### src/icfl_cfg.svh
// Constants for the input command function logic: offsets, codes, defaults, timing.
// Assumes a single 250 MHz clock and a plain strobe register port.
//
// Function
// - Gain switching only for vector methods 03-05
// - Input code 26 selects the gain set
// - Select off: primary gains; on: alternate gains
// - No input assigned: behave as select off
// - Taper gains over 0-9999 ms, default 100
// - Alternate PI gains 0.0-1000 percent, default 100.0
// - Alternate P gain 0.00-10.00; primary 0.01-10.00
// - Speed response 0.001-9.999 or 10.00-80.00
// - Code 27 raises speed; release holds it
// - Code 28 lowers speed; release keeps it
// - Code 29 clears stored adjustment while on
// - Adjust only for source 02, or 01 multistep
// - No adjust with analog reference or jog
// - Ramp uses rate of set from codes 08/17
// - Option 00 restores base; 01 keeps adjustment
// - Code 31 forces panel frequency and run
// - Forced-source change while running cancels run
`ifndef ICFL_CFG_SVH
`define ICFL_CFG_SVH

// Timing
`define ICFL_CLK_KHZ 250000
`define ICFL_TICK_MS 1
`define ICFL_MS_CYCLES (`ICFL_CLK_KHZ * `ICFL_TICK_MS)

// Register indices
`define ICFL_R_METHOD 5'h00
`define ICFL_R_FSRC 5'h01
`define ICFL_R_RSRC 5'h02
`define ICFL_R_STORE 5'h03
`define ICFL_R_TAPER 5'h04
`define ICFL_R_KP 5'h05
`define ICFL_R_KI 5'h06
`define ICFL_R_KPP 5'h07
`define ICFL_R_AKP 5'h08
`define ICFL_R_AKI 5'h09
`define ICFL_R_AKPP 5'h0A
`define ICFL_R_SPDRSP 5'h0B
`define ICFL_R_BASE 5'h0C
`define ICFL_R_RATE1 5'h0D
`define ICFL_R_RATE2 5'h0E
`define ICFL_R_RATE3 5'h0F
`define ICFL_R_ASSIGN0 5'h10
`define ICFL_R_STATUS 5'h18
`define ICFL_R_ADJ 5'h19

// Input function codes
`define ICFL_FN_SET 8'h08
`define ICFL_FN_THIRD_CONTROL_SET_SELECT 8'h11
`define ICFL_FN_GAIN 8'h1A
`define ICFL_FN_UP 8'h1B
`define ICFL_FN_DOWN 8'h1C
`define ICFL_FN_CLEAR 8'h1D
`define ICFL_FN_PANEL 8'h1F

// Selector codes
`define ICFL_METH_SLV 8'h03
`define ICFL_METH_SENSOR 8'h05
`define ICFL_SRC_TERM 8'h01
`define ICFL_SRC_PANEL 8'h02
`define ICFL_STORE_KEEP 8'h01

// Limits and reset values (gains in 0.1 %, P gain in 0.01, response in 0.001)
`define ICFL_PI_MAX 17'h02710
`define ICFL_PI_DEF 17'h003E8
`define ICFL_P_MAX 17'h003E8
`define ICFL_P_DEF 17'h00064
`define ICFL_P_MIN 17'h00001
`define ICFL_SR_MIN 17'h00001
`define ICFL_SR_MAX 17'h13880
`define ICFL_SR_FINE 17'h02710
`define ICFL_SR_DEF 17'h00636
`define ICFL_TAPER_MAX 17'h0270F
`define ICFL_TAPER_DEF 17'h00064
`define ICFL_FREQ_MAX 17'h09C40

`endif

### src/icfl_pkg.sv
// Types shared by the input command function logic.
// Assumes the constants header is compiled alongside.
package icfl_pkg;
  // Register word held by every setting except the terminal function codes
  typedef logic [16:0] icfl_word_t;
  // Up/down adjustment direction
  typedef enum logic [1:0] {
    ICFL_UD_HOLD = 2'b00,
    ICFL_UD_UP = 2'b01,
    ICFL_UD_DOWN = 2'b10
  } icfl_ud_e;
endpackage

### src/icfl_top.sv
// Input command function logic: gain set switching, up/down adjust, forced panel.
// Assumes terminals arrive asynchronously; drive status and panel signals share the clock.
`timescale 1ns/1ps
`include "icfl_cfg.svh"
module icfl_top
  import icfl_pkg::*;
#(
  parameter int P_MS_CYCLES = `ICFL_MS_CYCLES
) (
  // Clock and reset
  input wire logic i_clock,
  input wire logic i_rst_n,
  // Register port
  input wire logic [4:0] i_addr,
  input wire logic [31:0] i_wr_data,
  input wire logic i_wr,
  input wire logic i_rd,
  output logic [31:0] o_rd_data_ff,
  // Multi-function input terminals
  input wire logic [7:0] i_terminal,
  // Drive status
  input wire logic i_running,
  input wire logic i_multistep,
  input wire logic i_analog_ref,
  input wire logic i_jog_setting,
  input wire logic i_power_restore,
  // Run and frequency sources
  input wire logic i_term_run,
  input wire logic i_panel_run,
  input wire logic [16:0] i_panel_freq,
  // Speed controller
  output logic [16:0] o_kp_ff,
  output logic [16:0] o_ki_ff,
  output logic [16:0] o_kpp_ff,
  output logic [16:0] o_speed_response_ff,
  // Reference selection
  output logic [16:0] o_freq_ref_ff,
  output logic o_run_ff,
  output logic o_panel_override_ff
);
  // Settings
  icfl_word_t method_ff, fsrc_ff, rsrc_ff, store_ff, taper_ff;
  icfl_word_t kp_ff, ki_ff, kpp_ff, akp_ff, aki_ff, akpp_ff, spdrsp_ff, base_ff;
  icfl_word_t rate_ff [3];
  logic [7:0][7:0] assign_ff; // Function code of each terminal
  // Terminal synchroniser and debounced level
  logic [7:0] s1_ff, s2_ff, s3_ff, term_ff;
  // Runtime state
  logic [31:0] div_ff; // Millisecond divider
  logic tick_ff; // One-cycle ms pulse
  logic gsel_ff; // Gain set in use
  logic start_ff; // Starts a taper
  icfl_word_t adj_ff; // Adjusted reference
  icfl_word_t step_ff; // Ms count toward the next ramp step
  icfl_ud_e ud_ff;
  logic cancel_ff;
  logic kp_busy, ki_busy, kpp_busy;
  // Decoded terminal functions
  logic gsel_req, up_on, dn_on, clr_on, set_on, third_control_set_select_on, panel_on, ud_en;
  logic [16:0] wd;
  icfl_word_t rate_sel;

  // True when some terminal carries the code and is on
  function automatic logic fn_on(input logic [7:0][7:0] fa, input logic [7:0] t,
                                 input logic [7:0] code);
    logic r;
    r = 1'b0;
    for (int i = 0; i < 8; i++) begin
      r = r | ((fa[i] == code) & t[i]);
    end
    return r;
  endfunction

  // Limit a written value into its range
  function automatic icfl_word_t clamp(input icfl_word_t v, input icfl_word_t lo,
                                       input icfl_word_t hi);
    return (v < lo) ? lo : ((v > hi) ? hi : v);
  endfunction

  assign wd = i_wr_data[16:0];

  // Decoding of the terminals; an unassigned function reads as off
  always_comb begin
    gsel_req = fn_on(assign_ff, term_ff, `ICFL_FN_GAIN);
    up_on = fn_on(assign_ff, term_ff, `ICFL_FN_UP);
    dn_on = fn_on(assign_ff, term_ff, `ICFL_FN_DOWN);
    clr_on = fn_on(assign_ff, term_ff, `ICFL_FN_CLEAR);
    set_on = fn_on(assign_ff, term_ff, `ICFL_FN_SET);
    third_control_set_select_on = fn_on(assign_ff, term_ff, `ICFL_FN_THIRD_CONTROL_SET_SELECT);
    panel_on = fn_on(assign_ff, term_ff, `ICFL_FN_PANEL);
    // Method gate: outside vector control the primary set stays
    if ((method_ff[7:0] < `ICFL_METH_SLV) || (method_ff[7:0] > `ICFL_METH_SENSOR)) begin
      gsel_req = 1'b0;
    end
    ud_en = ((fsrc_ff[7:0] == `ICFL_SRC_PANEL) ||
             ((fsrc_ff[7:0] == `ICFL_SRC_TERM) && i_multistep)) &&
            !i_analog_ref && !i_jog_setting;
    // Third set wins over second, second over first
    rate_sel = third_control_set_select_on ? rate_ff[2] : (set_on ? rate_ff[1] : rate_ff[0]);
  end

  // Terminal synchroniser: a change counts once stages two and three agree
  always_ff @(posedge i_clock or negedge i_rst_n) begin
    if (!i_rst_n) begin
      s1_ff <= 8'h00;
      s2_ff <= 8'h00;
      s3_ff <= 8'h00;
      term_ff <= 8'h00;
    end else begin
      s1_ff <= i_terminal;
      s2_ff <= s1_ff;
      s3_ff <= s2_ff;
      for (int i = 0; i < 8; i++) begin
        if (s2_ff[i] == s3_ff[i]) begin
          term_ff[i] <= s3_ff[i];
        end
      end
    end
  end

  // Millisecond divider; one pulse per ms drives taper and ramp
  always_ff @(posedge i_clock or negedge i_rst_n) begin
    if (!i_rst_n) begin
      div_ff <= 32'h0000_0000;
      tick_ff <= 1'b0;
    end else if (div_ff >= 32'(P_MS_CYCLES - 1)) begin
      div_ff <= 32'h0000_0000;
      tick_ff <= 1'b1;
    end else begin
      div_ff <= div_ff + 32'h0000_0001;
      tick_ff <= 1'b0;
    end
  end

  // Settings writes; ranges are enforced on the way in
  always_ff @(posedge i_clock or negedge i_rst_n) begin
    if (!i_rst_n) begin
      method_ff <= '0;
      fsrc_ff <= '0;
      rsrc_ff <= '0;
      store_ff <= '0;
      taper_ff <= `ICFL_TAPER_DEF;
      kp_ff <= `ICFL_PI_DEF;
      ki_ff <= `ICFL_PI_DEF;
      kpp_ff <= `ICFL_P_DEF;
      akp_ff <= `ICFL_PI_DEF;
      aki_ff <= `ICFL_PI_DEF;
      akpp_ff <= `ICFL_P_DEF;
      spdrsp_ff <= `ICFL_SR_DEF;
      base_ff <= '0;
      rate_ff <= '{default: '0};
      assign_ff <= '0;
    end else if (i_wr) begin
      if (i_addr == `ICFL_R_METHOD) begin
        method_ff <= {9'h000, wd[7:0]};
      end else if (i_addr == `ICFL_R_FSRC) begin
        fsrc_ff <= {9'h000, wd[7:0]};
      end else if (i_addr == `ICFL_R_RSRC) begin
        rsrc_ff <= {9'h000, wd[7:0]};
      end else if (i_addr == `ICFL_R_STORE) begin
        store_ff <= {9'h000, wd[7:0]};
      end else if (i_addr == `ICFL_R_TAPER) begin
        taper_ff <= clamp(wd, '0, `ICFL_TAPER_MAX);
      end else if (i_addr == `ICFL_R_KP) begin
        kp_ff <= clamp(wd, '0, `ICFL_PI_MAX);
      end else if (i_addr == `ICFL_R_KI) begin
        ki_ff <= clamp(wd, '0, `ICFL_PI_MAX);
      end else if (i_addr == `ICFL_R_KPP) begin
        kpp_ff <= clamp(wd, `ICFL_P_MIN, `ICFL_P_MAX);
      end else if (i_addr == `ICFL_R_AKP) begin
        akp_ff <= clamp(wd, '0, `ICFL_PI_MAX);
      end else if (i_addr == `ICFL_R_AKI) begin
        aki_ff <= clamp(wd, '0, `ICFL_PI_MAX);
      end else if (i_addr == `ICFL_R_AKPP) begin
        akpp_ff <= clamp(wd, '0, `ICFL_P_MAX);
      end else if (i_addr == `ICFL_R_SPDRSP) begin
        // Above 10.000 only hundredths exist, so the last digit drops
        if (clamp(wd, `ICFL_SR_MIN, `ICFL_SR_MAX) >= `ICFL_SR_FINE) begin
          // Truncate the clamped value, so an over-range write still lands on the top
          spdrsp_ff <= clamp(wd, `ICFL_SR_MIN, `ICFL_SR_MAX) -
                       (clamp(wd, `ICFL_SR_MIN, `ICFL_SR_MAX) % 17'h0000A);
        end else begin
          spdrsp_ff <= clamp(wd, `ICFL_SR_MIN, `ICFL_SR_MAX);
        end
      end else if (i_addr == `ICFL_R_BASE) begin
        base_ff <= clamp(wd, '0, `ICFL_FREQ_MAX);
      end else if ((i_addr >= `ICFL_R_RATE1) && (i_addr <= `ICFL_R_RATE3)) begin
        rate_ff[2'(i_addr - `ICFL_R_RATE1)] <= wd;
      end else if ((i_addr >= `ICFL_R_ASSIGN0) && (i_addr < `ICFL_R_STATUS)) begin
        assign_ff[3'(i_addr - `ICFL_R_ASSIGN0)] <= wd[7:0];
      end
    end
  end

  // Read data one cycle after the strobe; unmapped indices read zero
  always_ff @(posedge i_clock or negedge i_rst_n) begin
    if (!i_rst_n) begin
      o_rd_data_ff <= 32'h0000_0000;
    end else if (i_rd) begin
      o_rd_data_ff <= 32'h0000_0000;
      if (i_addr == `ICFL_R_METHOD) begin
        o_rd_data_ff[16:0] <= method_ff;
      end else if (i_addr == `ICFL_R_FSRC) begin
        o_rd_data_ff[16:0] <= fsrc_ff;
      end else if (i_addr == `ICFL_R_RSRC) begin
        o_rd_data_ff[16:0] <= rsrc_ff;
      end else if (i_addr == `ICFL_R_STORE) begin
        o_rd_data_ff[16:0] <= store_ff;
      end else if (i_addr == `ICFL_R_TAPER) begin
        o_rd_data_ff[16:0] <= taper_ff;
      end else if (i_addr == `ICFL_R_KP) begin
        o_rd_data_ff[16:0] <= kp_ff;
      end else if (i_addr == `ICFL_R_KI) begin
        o_rd_data_ff[16:0] <= ki_ff;
      end else if (i_addr == `ICFL_R_KPP) begin
        o_rd_data_ff[16:0] <= kpp_ff;
      end else if (i_addr == `ICFL_R_AKP) begin
        o_rd_data_ff[16:0] <= akp_ff;
      end else if (i_addr == `ICFL_R_AKI) begin
        o_rd_data_ff[16:0] <= aki_ff;
      end else if (i_addr == `ICFL_R_AKPP) begin
        o_rd_data_ff[16:0] <= akpp_ff;
      end else if (i_addr == `ICFL_R_SPDRSP) begin
        o_rd_data_ff[16:0] <= spdrsp_ff;
      end else if (i_addr == `ICFL_R_BASE) begin
        o_rd_data_ff[16:0] <= base_ff;
      end else if ((i_addr >= `ICFL_R_RATE1) && (i_addr <= `ICFL_R_RATE3)) begin
        o_rd_data_ff[16:0] <= rate_ff[2'(i_addr - `ICFL_R_RATE1)];
      end else if ((i_addr >= `ICFL_R_ASSIGN0) && (i_addr < `ICFL_R_STATUS)) begin
        o_rd_data_ff[7:0] <= assign_ff[3'(i_addr - `ICFL_R_ASSIGN0)];
      end else if (i_addr == `ICFL_R_STATUS) begin
        o_rd_data_ff[5:0] <= {ud_en, cancel_ff, o_panel_override_ff,
                              kp_busy | ki_busy | kpp_busy, gsel_ff, tick_ff};
      end else if (i_addr == `ICFL_R_ADJ) begin
        o_rd_data_ff[16:0] <= adj_ff;
      end
    end
  end

  // Gain set tracking; a change or a new setting restarts the taper
  always_ff @(posedge i_clock or negedge i_rst_n) begin
    if (!i_rst_n) begin
      gsel_ff <= 1'b0;
      start_ff <= 1'b0;
    end else begin
      gsel_ff <= gsel_req;
      start_ff <= (gsel_req != gsel_ff) ||
                  (i_wr && (i_addr >= `ICFL_R_KP) && (i_addr <= `ICFL_R_AKPP));
    end
  end

  // One taper per gain, all started together so they land together
  icfl_taper #(.W(17), .P_INIT(`ICFL_PI_DEF)) u_kp (
    .i_clock(i_clock), .i_rst_n(i_rst_n), .i_tick(tick_ff), .i_start(start_ff),
    .i_target(gsel_ff ? akp_ff : kp_ff), .i_time(taper_ff[13:0]),
    .o_value_ff(o_kp_ff), .o_busy_ff(kp_busy));
  icfl_taper #(.W(17), .P_INIT(`ICFL_PI_DEF)) u_ki (
    .i_clock(i_clock), .i_rst_n(i_rst_n), .i_tick(tick_ff), .i_start(start_ff),
    .i_target(gsel_ff ? aki_ff : ki_ff), .i_time(taper_ff[13:0]),
    .o_value_ff(o_ki_ff), .o_busy_ff(ki_busy));
  icfl_taper #(.W(17), .P_INIT(`ICFL_P_DEF)) u_kpp (
    .i_clock(i_clock), .i_rst_n(i_rst_n), .i_tick(tick_ff), .i_start(start_ff),
    .i_target(gsel_ff ? akpp_ff : kpp_ff), .i_time(taper_ff[13:0]),
    .o_value_ff(o_kpp_ff), .o_busy_ff(kpp_busy));

  // Speed response passes to the controller registered
  always_ff @(posedge i_clock or negedge i_rst_n) begin
    if (!i_rst_n) begin
      o_speed_response_ff <= `ICFL_SR_DEF;
    end else begin
      o_speed_response_ff <= spdrsp_ff;
    end
  end

  // Up/down direction; both on at once holds, a safe reading of a conflict
  always_ff @(posedge i_clock or negedge i_rst_n) begin
    if (!i_rst_n) begin
      ud_ff <= ICFL_UD_HOLD;
    end else if (!ud_en || (up_on == dn_on)) begin
      ud_ff <= ICFL_UD_HOLD;
    end else if (up_on) begin
      ud_ff <= ICFL_UD_UP;
    end else begin
      ud_ff <= ICFL_UD_DOWN;
    end
  end

  // Adjusted reference: ramp one 0.01 Hz step per rate-plus-one ms ticks
  always_ff @(posedge i_clock or negedge i_rst_n) begin
    if (!i_rst_n) begin
      adj_ff <= '0;
      step_ff <= '0;
    end else if (clr_on || (i_wr && (i_addr == `ICFL_R_BASE))) begin
      adj_ff <= clr_on ? base_ff : clamp(wd, '0, `ICFL_FREQ_MAX);
      step_ff <= '0;
    end else if (i_power_restore) begin
      if (store_ff[7:0] != `ICFL_STORE_KEEP) begin
        adj_ff <= base_ff;
      end
      step_ff <= '0;
    end else begin
      case (ud_ff)
        ICFL_UD_UP, ICFL_UD_DOWN: begin
          if (tick_ff) begin
            if (step_ff >= rate_sel) begin
              step_ff <= '0;
              // Release leaves the value where the ramp stopped
              if ((ud_ff == ICFL_UD_UP) && (adj_ff < `ICFL_FREQ_MAX)) begin
                adj_ff <= adj_ff + 17'h00001;
              end else if ((ud_ff == ICFL_UD_DOWN) && (adj_ff != '0)) begin
                adj_ff <= adj_ff - 17'h00001;
              end
            end else begin
              step_ff <= step_ff + 17'h00001;
            end
          end
        end
        default: begin
          step_ff <= '0;
        end
      endcase
    end
  end

  // Forced panel selection and run cancel; a new change beats the release
  always_ff @(posedge i_clock or negedge i_rst_n) begin
    if (!i_rst_n) begin
      o_panel_override_ff <= 1'b0;
      cancel_ff <= 1'b0;
    end else begin
      o_panel_override_ff <= panel_on;
      if ((panel_on != o_panel_override_ff) && i_running) begin
        cancel_ff <= 1'b1;
      end else if (!i_term_run && !i_panel_run) begin
        cancel_ff <= 1'b0;
      end
    end
  end

  // Reference and run toward the drive
  always_ff @(posedge i_clock or negedge i_rst_n) begin
    if (!i_rst_n) begin
      o_freq_ref_ff <= '0;
      o_run_ff <= 1'b0;
    end else begin
      o_freq_ref_ff <= o_panel_override_ff ? i_panel_freq : adj_ff;
      if (cancel_ff || ((panel_on != o_panel_override_ff) && i_running)) begin
        o_run_ff <= 1'b0;
      end else if (o_panel_override_ff || (rsrc_ff[7:0] == `ICFL_SRC_PANEL)) begin
        o_run_ff <= i_panel_run;
      end else begin
        o_run_ff <= i_term_run;
      end
    end
  end

  a_method_gate: assert property (@(posedge i_clock) disable iff (!i_rst_n)
    (method_ff[7:0] < `ICFL_METH_SLV) |=> !gsel_ff)
    else $error("gain set switched outside vector control");
  a_gain_follow: assert property (@(posedge i_clock) disable iff (!i_rst_n)
    (gsel_req != gsel_ff) |=> start_ff)
    else $error("gain set change did not start a taper");
  a_taper_zero: assert property (@(posedge i_clock) disable iff (!i_rst_n)
    (start_ff && (taper_ff == '0)) |=> !kp_busy)
    else $error("zero taper time did not jump");
  a_taper_land: assert property (@(posedge i_clock) disable iff (!i_rst_n)
    $fell(kp_busy) && !$past(start_ff) |-> (o_kp_ff == (gsel_ff ? akp_ff : kp_ff)))
    else $error("taper ended off target");
  a_clear_base: assert property (@(posedge i_clock) disable iff (!i_rst_n)
    clr_on |=> (adj_ff == $past(base_ff)))
    else $error("clear did not restore the base reference");
  a_adjust_gate: assert property (@(posedge i_clock) disable iff (!i_rst_n)
    (i_analog_ref || i_jog_setting) |=> (ud_ff == ICFL_UD_HOLD))
    else $error("adjust active with analog or jog");
  a_override_ref: assert property (@(posedge i_clock) disable iff (!i_rst_n)
    o_panel_override_ff |=> (o_freq_ref_ff == $past(i_panel_freq)))
    else $error("panel reference not applied");
  a_cancel_run: assert property (@(posedge i_clock) disable iff (!i_rst_n)
    ((panel_on != o_panel_override_ff) && i_running) |=> (!o_run_ff && cancel_ff))
    else $error("run not cancelled on forced change");
  a_store_keep: assert property (@(posedge i_clock) disable iff (!i_rst_n)
    (i_power_restore && !clr_on && !i_wr && (store_ff[7:0] == `ICFL_STORE_KEEP))
    |=> (adj_ff == $past(adj_ff)))
    else $error("kept adjustment lost at power return");
endmodule

### src/icfl_taper.sv
// Linear taper of one gain from its present value to a new target.
// Assumes a one-cycle millisecond tick from the parent's divider.
`timescale 1ns/1ps
module icfl_taper #(
  parameter int W = 17,
  parameter logic [16:0] P_INIT = 17'h003E8
) (
  // Clock and reset
  input wire logic i_clock,
  input wire logic i_rst_n,
  // Control
  input wire logic i_tick,
  input wire logic i_start,
  input wire logic [W-1:0] i_target,
  input wire logic [13:0] i_time,
  // Result
  output logic [W-1:0] o_value_ff,
  output logic o_busy_ff
);
  logic [W-1:0] tgt_ff; // Value reached at the end
  logic [W-1:0] absd_ff; // Size of the whole change
  logic up_ff; // Direction of the change
  logic [13:0] time_ff; // Taper length in ms
  logic [13:0] elap_ff; // Milliseconds gone by
  logic [W+1:0] acc_ff; // Error accumulator for even spreading
  logic [W+1:0] acc_add;
  logic last;

  // Add the change once per ms, drain one step per time unit
  always_comb begin
    acc_add = acc_ff + ((i_tick) ? {2'b00, absd_ff} : '0);
    last = i_tick && ((elap_ff + 14'h0001) >= time_ff);
  end

  // Taper state; a new start restarts from wherever the output stands
  always_ff @(posedge i_clock or negedge i_rst_n) begin
    if (!i_rst_n) begin
      o_value_ff <= P_INIT[W-1:0];
      o_busy_ff <= 1'b0;
      tgt_ff <= P_INIT[W-1:0];
      absd_ff <= '0;
      up_ff <= 1'b0;
      time_ff <= 14'h0000;
      elap_ff <= 14'h0000;
      acc_ff <= '0;
    end else if (i_start) begin
      tgt_ff <= i_target;
      up_ff <= (i_target >= o_value_ff);
      absd_ff <= (i_target >= o_value_ff) ? i_target - o_value_ff : o_value_ff - i_target;
      time_ff <= i_time;
      elap_ff <= 14'h0000;
      acc_ff <= '0;
      // Zero time jumps straight to the target
      if (i_time == 14'h0000) begin
        o_value_ff <= i_target;
        o_busy_ff <= 1'b0;
      end else begin
        o_busy_ff <= 1'b1;
      end
    end else if (o_busy_ff) begin
      if (i_tick) begin
        elap_ff <= elap_ff + 14'h0001;
      end
      // End of taper lands exactly, hiding any rounding left over
      if (last) begin
        o_value_ff <= tgt_ff;
        o_busy_ff <= 1'b0;
        acc_ff <= '0;
      end else if (acc_add >= (W+2)'(time_ff)) begin
        acc_ff <= acc_add - (W+2)'(time_ff);
        o_value_ff <= up_ff ? o_value_ff + 1'b1 : o_value_ff - 1'b1;
      end else begin
        acc_ff <= acc_add;
      end
    end
  end
endmodule

### config.mk
export PLATFORM = sky130hd
export DESIGN_NAME = icfl_top
export DESIGN_NICKNAME = d
export VERILOG_FILES = /design/src/icfl_pkg.sv /design/src/icfl_top.sv /design/src/icfl_taper.sv
export VERILOG_INCLUDE_DIRS = /design/src
export SDC_FILE = /design/constraint.sdc
export NUM_CORES = 2
export LEC_CHECK = 0
export ABC_CLOCK_PERIOD_IN_PS = 9100
export BUFFER_PORTS_ARGS = -buffer_cell sky130_fd_sc_hd__buf_2
export CORE_MARGIN = 4
export CORE_UTILIZATION = 45
export DETAILED_ROUTE_END_ITERATION = 7
export RECOVER_POWER = 25
export SYNTH_ARGS = -nofsm -noshare
export SYNTH_HDL_FRONTEND = slang
export SYNTH_SLANG_ARGS = --single-unit
### constraint.sdc
create_clock -name i_clock -period 9.1 [get_ports i_clock]
set_input_delay 2.275 -clock i_clock [delete_from_list [all_inputs] [get_ports i_clock]]
set_output_delay 2.275 -clock i_clock [all_outputs]
set_load 0.03 [all_outputs]
After elaboration in Yosys (flattened, before gate mapping) --
Index checks and enable logic that the tools add are counted.
Word-level totals: input bits 73, flip-flop bits (word level) 729, memory bits (read-only) 0, memories kept 0, bits in writable memories 0, latch bits 0, word-level logic and storage cells 536
Cells by class: muxes and demuxes 126, bitwise logic cells 122, reduce and logical (&&, ||, !) cells 67, $add $sub $neg 28, $mul 0, shift operators 0, $lt $le $gt $ge 32, equality and inequality tests 90, div/mod/pow operators 1
Operator list (count):
- 2-to-1 mux 17 bit | 74
- equality test 8 x 5 -> 1 bit, second input constant | 48
- 2-to-1 mux 19 bit | 12
- 2-to-1 mux 14 bit | 9
- subtractor 17 bit | 7
- adder 17 x 1 -> 17 bit, second input constant | 5
- greater-or-equal comparator 17 bit | 4
- subtractor 17 x 1 -> 17 bit, second input constant | 4
- bitwise mux 64 bit | 1
- equality test 8 x 4 -> 1 bit, second input constant | 8
- adder 19 bit | 3
- greater-or-equal comparator 19 x 14 -> 1 bit | 3
- subtractor 19 x 14 -> 19 bit | 3
- AND 1 bit | 56
- bitwise mux 51 bit | 1
- bitwise OR 1 bit | 51
- adder 14 x 1 -> 14 bit, second input constant | 3
- greater-or-equal comparator 14 bit | 3
- binary-select mux 17 bit (select 2 bit) | 1
- demux 17 bit (select 2 bit) | 1
- greater-than comparator 17 x 14 -> 1 bit, second input constant | 2
- less-than comparator 17 x 1 -> 1 bit, second input constant | 2
- adder 32 x 1 -> 32 bit, second input constant | 1
- greater-or-equal comparator 32 x 18 -> 1 bit, second input constant | 1
- other kinds (70) | 163

Depth between registers and ports, before layout --
word-level depth 21, depth in mapped cells 45, mapped depth without buffers 40

Hierarchy --
From an unflattened synthesis, not the netlist that was laid out.
Unflattened totals: cells, all modules 5852, area, all modules 52091.2 um^2
By module, submodules not included:
- icfl_top | seq. area each 11492.3 um^2, times used 1, cells each 2693, area an instance 25673.4 um^2
- icfl_taper at u_ki ... | seq. area each 2517.4 um^2, times used 2, cells each 1053, area an instance 8808.4 um^2
- icfl_taper at u_kpp | seq. area each 2509.9 um^2, times used 1, cells each 1053, area an instance 8800.9 um^2

Least setup slack after synthesis --
No wires, ideal clock.
path type in2reg, from input i_wr_data[9], to register spdrsp_ff[13], arrival time 10116 ps, stages on the path 40, path slack -1146 ps, required time 8970 ps, path buffers 2, path through buf_2 > nor4_4 > o21ai_2 > or3_4 > o32ai_2 > o211ai_2 > or3_1 > a41o_4 > nand2_4 > nor3_1 > o31ai_1 > a221oi_1 > a31o_1 > or3_1 > inv_1 > o21ai_0 > a22oi_1 > ha_1 > [... 4 more ...] > nand3_1 > mux2_2 > ha_1 > o21ai_0 > nand2b_1 > a21o_1 > a21o_1 > a21o_1 > a21o_1 > a21o_1 > a21oi_1 > a21oi_1 > or4b_1 > a41oi_2 > xor2_1 > nor2_1 > a21oi_1 > o21ai_1
On the way: longest elaborated chain between the ends 6, elaborated cells on any way between the ends 8, those cells by class add/sub: 1; div: 1; order compare: 3; mux: 3
RTL lines:
- from (decl) | RTL line icfl_top.sv:15 | input wire logic [31:0] i_wr_data,
- greater-than comparator 17 bit | RTL line icfl_top.sv:77 | return (v < lo) ? lo : ((v > hi) ? hi : v);
- 2-to-1 mux 17 bit | RTL line icfl_top.sv:77
- 2-to-1 mux 17 bit * | RTL line icfl_top.sv:77
- modulo 17 x 4 -> 17 bit | RTL line icfl_top.sv:181 | (clamp(wd, `ICFL_SR_MIN, `ICFL_SR_MAX) % 17'h0000A);
- subtractor 17 bit | RTL line icfl_top.sv:180 | spdrsp_ff <= clamp(wd, `ICFL_SR_MIN, `ICFL_SR_MAX) -
- 2-to-1 mux 17 bit * | RTL line icfl_top.sv:178 | if (clamp(wd, `ICFL_SR_MIN, `ICFL_SR_MAX) >= `ICFL_SR_FINE) begin
- to (signal assigned) | RTL line icfl_top.sv:149 | spdrsp_ff <= `ICFL_SR_DEF;
- to (signal assigned) | RTL line icfl_top.sv:180
- to (signal assigned) | RTL line icfl_top.sv:183 | spdrsp_ff <= clamp(wd, `ICFL_SR_MIN, `ICFL_SR_MAX);
- to (decl) | RTL line icfl_top.sv:43 | icfl_word_t kp_ff, ki_ff, kpp_ff, akp_ff, aki_ff, akpp_ff, spdrsp_ff, base_ff;
Every way passes the cells marked *; elsewhere a longest branch is shown, timed or not. A chain may end at the register's enable or synchronous reset.

Worst setup path in the final report --
from input i_wr_data[15], to register spdrsp_ff[13]
The elaborated chain is that of the path after synthesis.

==> results.json <==
{
  "setup_total_negative_slack_ns": -0.144,
  "detail_placement_hpwl_mm": 113,
  "final_max_slew_viol_count": 461,
  "timing.final.setup_violations": 3,
  "detail_route.drc_violations": 0,
  "fin_skew_ns": 0.0249,
  "nets": 6201,
  "path_common_cell": "a21o_1",
  "critical-path-slowest-cell": "or4b_4",
  "drt-vias-per-instance": 5.75,
  "failed_checks": "max-capacitance violations, max-slew violations, negative setup slack",
  "final_layout_size_suffix_gt1_frac": 0.165,
  "timing.max_cap.violations": 6,
  "worst_setup_hold_path_clk_slew_ns": 0.06,
  "worst-r2r-cell-count": 21,
  "asyncSetResetFlopFracSynth": 1.00,
  "synth.yosys.warnings": 0,
  "postSynthRegisterBits": 729,
  "clock-root-buffer": "clkbuf_16",
  "clkLatencyLatePin_ns": 0.68,
  "tightestPinTransition_ns": 6.12,
  "syn-instance-count": 5500,
  "synthSimpleGateAreaFrac": 0.157,
  "gp_congestion": 0.939,
  "number_of_global_route_vias_before_repair": 40901,
  "synth-edff-count": 0,
  "worstHoldPathCells": 0,
  "power.density_nw_per_um2": 350,
  "critical_path.max_fanout": 7,
  "fillers": 10026,
  "dr_total_vias": 41723,
  "chipWidth_um": 338,
  "multiplexer_fraction_of_the_synthesized_cell_area": 0.0816,
  "yosys.area_share.adder": 0.0943,
  "ys_seq_area_frac": 0.373,
  "cts_buffers": 89,
  "vdd.ir_drop.worst_uv": 203,
  "layout_min_cycle_time_ns": 9.18,
  "grt_max_degree": 211,
  "cp.arrival_ns": 9.73,
  "route.antenna.remaining_nets": 0,
  "htree_levels": 3,
  "cellLeakagePower_nw": 26.4,
  "synth_xor_area_frac": 0.0535,
  "maxClockFrequency_ghz": 0.109,
  "drt-initial-drc-count": 3448,
  "row_count": 120,
  "seq_area_um2": 18300,
  "post_synth.cell_area_avg_um2": 8.93,
  "drtPass1Iterations": 6,
  "track_usage": 0.263,
  "synth-main-ff-cell": "dfrtp_1",
  "setup_repair_after_global_routing_missed_its_margin": "true",
  "design.die.area_um2": 114000,
  "layout_worst_path_cycle_share": 1.01,
  "setup.worst_path.start_class": "input pin",
  "cp_slowest_stage_delay_ns": 0.56,
  "worstHoldPathType": "reg2reg",
  "initial_core_util": 0.456,
  "multi_input_area_um2": 29300,
  "dp_slack_ns": -1.12,
  "io_buffer_count": 161,
  "compound_gate_portion_of_the_synthesized_area": 0.194,
  "synth_area_um2": 49100,
  "final_util": 0.525,
  "endpoint_kind": "flip-flop",
  "synthesis_to_layout_area_growth_pct": 15.2,
  "coreArea_um2": 108000,
  "synth_cell_type_count": 110,
  "cts_tree": "built",
  "die_h_um": 338,
  "timing.slew.headroom": -3.08,
  "criticalPathCategory": "in2reg",
  "p_total_mw": 19.8,
  "max-clock-path-buffers": 3,
  "postLayoutSetupSlackWorst_ns": -0.0767,
  "top_level_ports": 192,
  "run_status": "finished with violations",
  "combinational_family_with_the_most_area_after_synthesis": "compound AO/OA/AOI/OAI gates",
  "grt_antenna_before_repair": 8,
  "clkSinkCount": 729,
  "hold_violations": 0,
  "route.detailed.wl_per_inst_um": 21.2,
  "whs_ns": 0.344,
  "grt_first_pass_wirelength_mm": 240,
  "global_route.overflow_total": 0,
  "critPathRequiredTime_ns": 9.65,
  "routed_wl_mm": 154
}
[final timing paths]
path | from | end | slack, ns
worst max register to register | gsel_ff | u_kpp.absd_ff[15] | 0.42
worst min register to register | s1_ff[2] | s2_ff[2] | 0.34
worst min-delay path | s1_ff[2] | s2_ff[2] | 0.34
min in group asynchronous | i_rst_n | u_ki.elap_ff[3] | 3.89
worst max-delay path | i_wr_data[15] | spdrsp_ff[13] | -0.08
max in group asynchronous | i_rst_n | u_kpp.elap_ff[12] | 1.59
[cell type report]
type / instances / share of cell area
sequential: 729 / 0.324
tap: 1403 / 0.0310
antenna: 2 / 0.0000885
timing repair buffer: 434 / 0.0527
multi-input combinational: 4220 / 0.517
inverter: 300 / 0.0199
clock inverter: 31 / 0.00772
clock buffer: 134 / 0.0470
[cells in the final DEF (no fill, tap or decap), drive strengths merged, types with 18 or more instances in the layout]
cell,count
ha,338
clkbuf,146
buf,422
a22oi,24
clkinv,21
a222oi,21
dfrtp,654
a21oi,403
dfstp,75
a31oi,18
o21a,69
nor2b,68
nand2b,54
o21ai,476
nor2,424
o21bai,107
a31o,19
nand2,597
nand4,57
a21boi,20
nand3,89
inv,301
xnor2,179
or3,27
xor2,121
a211oi,37
a221oi,38
mux2i,195
conb,29
nor3,72
o22ai,21
and3,32
mux2,170
and2,92
nor4,42
a21o,122
o211ai,35
[state kept, by name, summed over array words and instances (netlist names), 19 cells and up]
| register | count |
|---|---|
| u_kp.acc_ff | 19 |
| div_ff | 32 |
| assign_ff | 64 |
| rate_ff | 51 |
| u_ki.acc_ff | 19 |
| u_kpp.acc_ff | 19 |
[worst max-delay path, delay by kind of cell]
| family | cells | cell delay, ns |
|---|---|---|
| and+or+nand+nor | 12 | 2.17 |
| AOI/OAI and AO/OA | 21 | 3.38 |
| xor gates and xnor gates | 2 | 0.29 |
| buffers and inverters | 9 | 1.18 |
| adders and majority gates | 2 | 0.41 |
[synth_stat cells, types with 13 or more instances]
| cell type | number | area (um^2) |
|---|---|---|
| xor2_1 | 121 | 1060 |
| and3_1 | 32 | 200 |
| nand4_1 | 57 | 357 |
| nor3_1 | 72 | 360 |
| buf_1 | 21 | 78.8 |
| clkbuf_1 | 222 | 833 |
| a211oi_1 | 35 | 263 |
| buf_2 | 15 | 75.1 |
| and2_1 | 90 | 563 |
| nor2b_1 | 68 | 425 |
| a22oi_1 | 23 | 173 |
| dfrtp_1 | 654 | 16400 |
| ha_1 | 338 | 4230 |
| a31o_2 | 17 | 149 |
| nor2_1 | 423 | 1590 |
| nand2_1 | 596 | 2240 |
| mux2i_1 | 195 | 1950 |
| nand3_1 | 89 | 445 |
| mux2_2 | 169 | 1900 |
| or2_2 | 15 | 93.8 |
| nand2b_1 | 54 | 338 |
| a31oi_1 | 18 | 113 |
| fa_1 | 16 | 320 |
| buf_4 | 20 | 150 |
| o211ai_1 | 33 | 248 |
| xnor2_1 | 179 | 1570 |
| a221oi_1 | 37 | 324 |
| o22ai_1 | 20 | 125 |
| a21oi_1 | 402 | 2010 |
| a21boi_0 | 19 | 143 |
| dfstp_2 | 75 | 1970 |
| inv_1 | 296 | 1110 |
| a21o_1 | 122 | 916 |
| o21ai_0 | 467 | 2340 |
| a222oi_1 | 21 | 210 |
| o21a_1 | 69 | 518 |
| nor4_1 | 40 | 250 |
| nor4b_1 | 14 | 123 |
| or3_1 | 26 | 163 |
| o21bai_1 | 107 | 803 |
| o31ai_1 | 13 | 97.6 |
[metrics by stage]
stage / cells / cell area (um^2)
final: 7253 / 56600
after detailed placement: 7054 / 52800
after CTS: 7228 / 56200
after global routing: 7251 / 56500
after floorplan: 5528 / 49400
after global placement: 7054 / 52800
[routing by layer]
metal | GRT usage | up-vias | share of wire
met5 | 0 | - | 0.00032
met4 | 0.104 | 8 | 0.042
met3 | 0.0365 | 289 | 0.054
met2 | 0.439 | 1193 | 0.47
met1 | 0.346 | 20242 | 0.44
li1 | - | 19991 | -
[power by group]
group	switching, mW	leakage [nW]	internal, mW	total, mW
clock network	1.48	1.54	2.28	3.76
registers	0.764	9.13	4.07	4.84
logic	6.29	15.7	4.92	11.2
total	8.54	26.4	11.3	19.8
[cells by family (layout without fill, tap and decap cells)]
logic type / after synthesis / after routing
multiplexers: 371 / 371
adder cells (fa/ha/maj): 362 / 362
other: 1 / 31
AO/OA/AOI/OAI: 1516 / 1516
AND/OR/NAND/NOR: 1642 / 1642
flip-flops: 729 / 729
XOR/XNOR: 300 / 300
buffers and inverters: 579 / 899
[repair_timing]
| item | CTS | global route |
|---|---|---|
| resized for setup | 46 | 49 |
| setup buffers | 9 | 23 |
| hold buffers | 0 | 0 |
| endpoints found under the hold margin | 0 | 0 |
| setup endpoints to repair | 7 | 8 |
| pin swaps | 31 | 35 |
No activity file was read; power rests on OpenSTA's default activity.
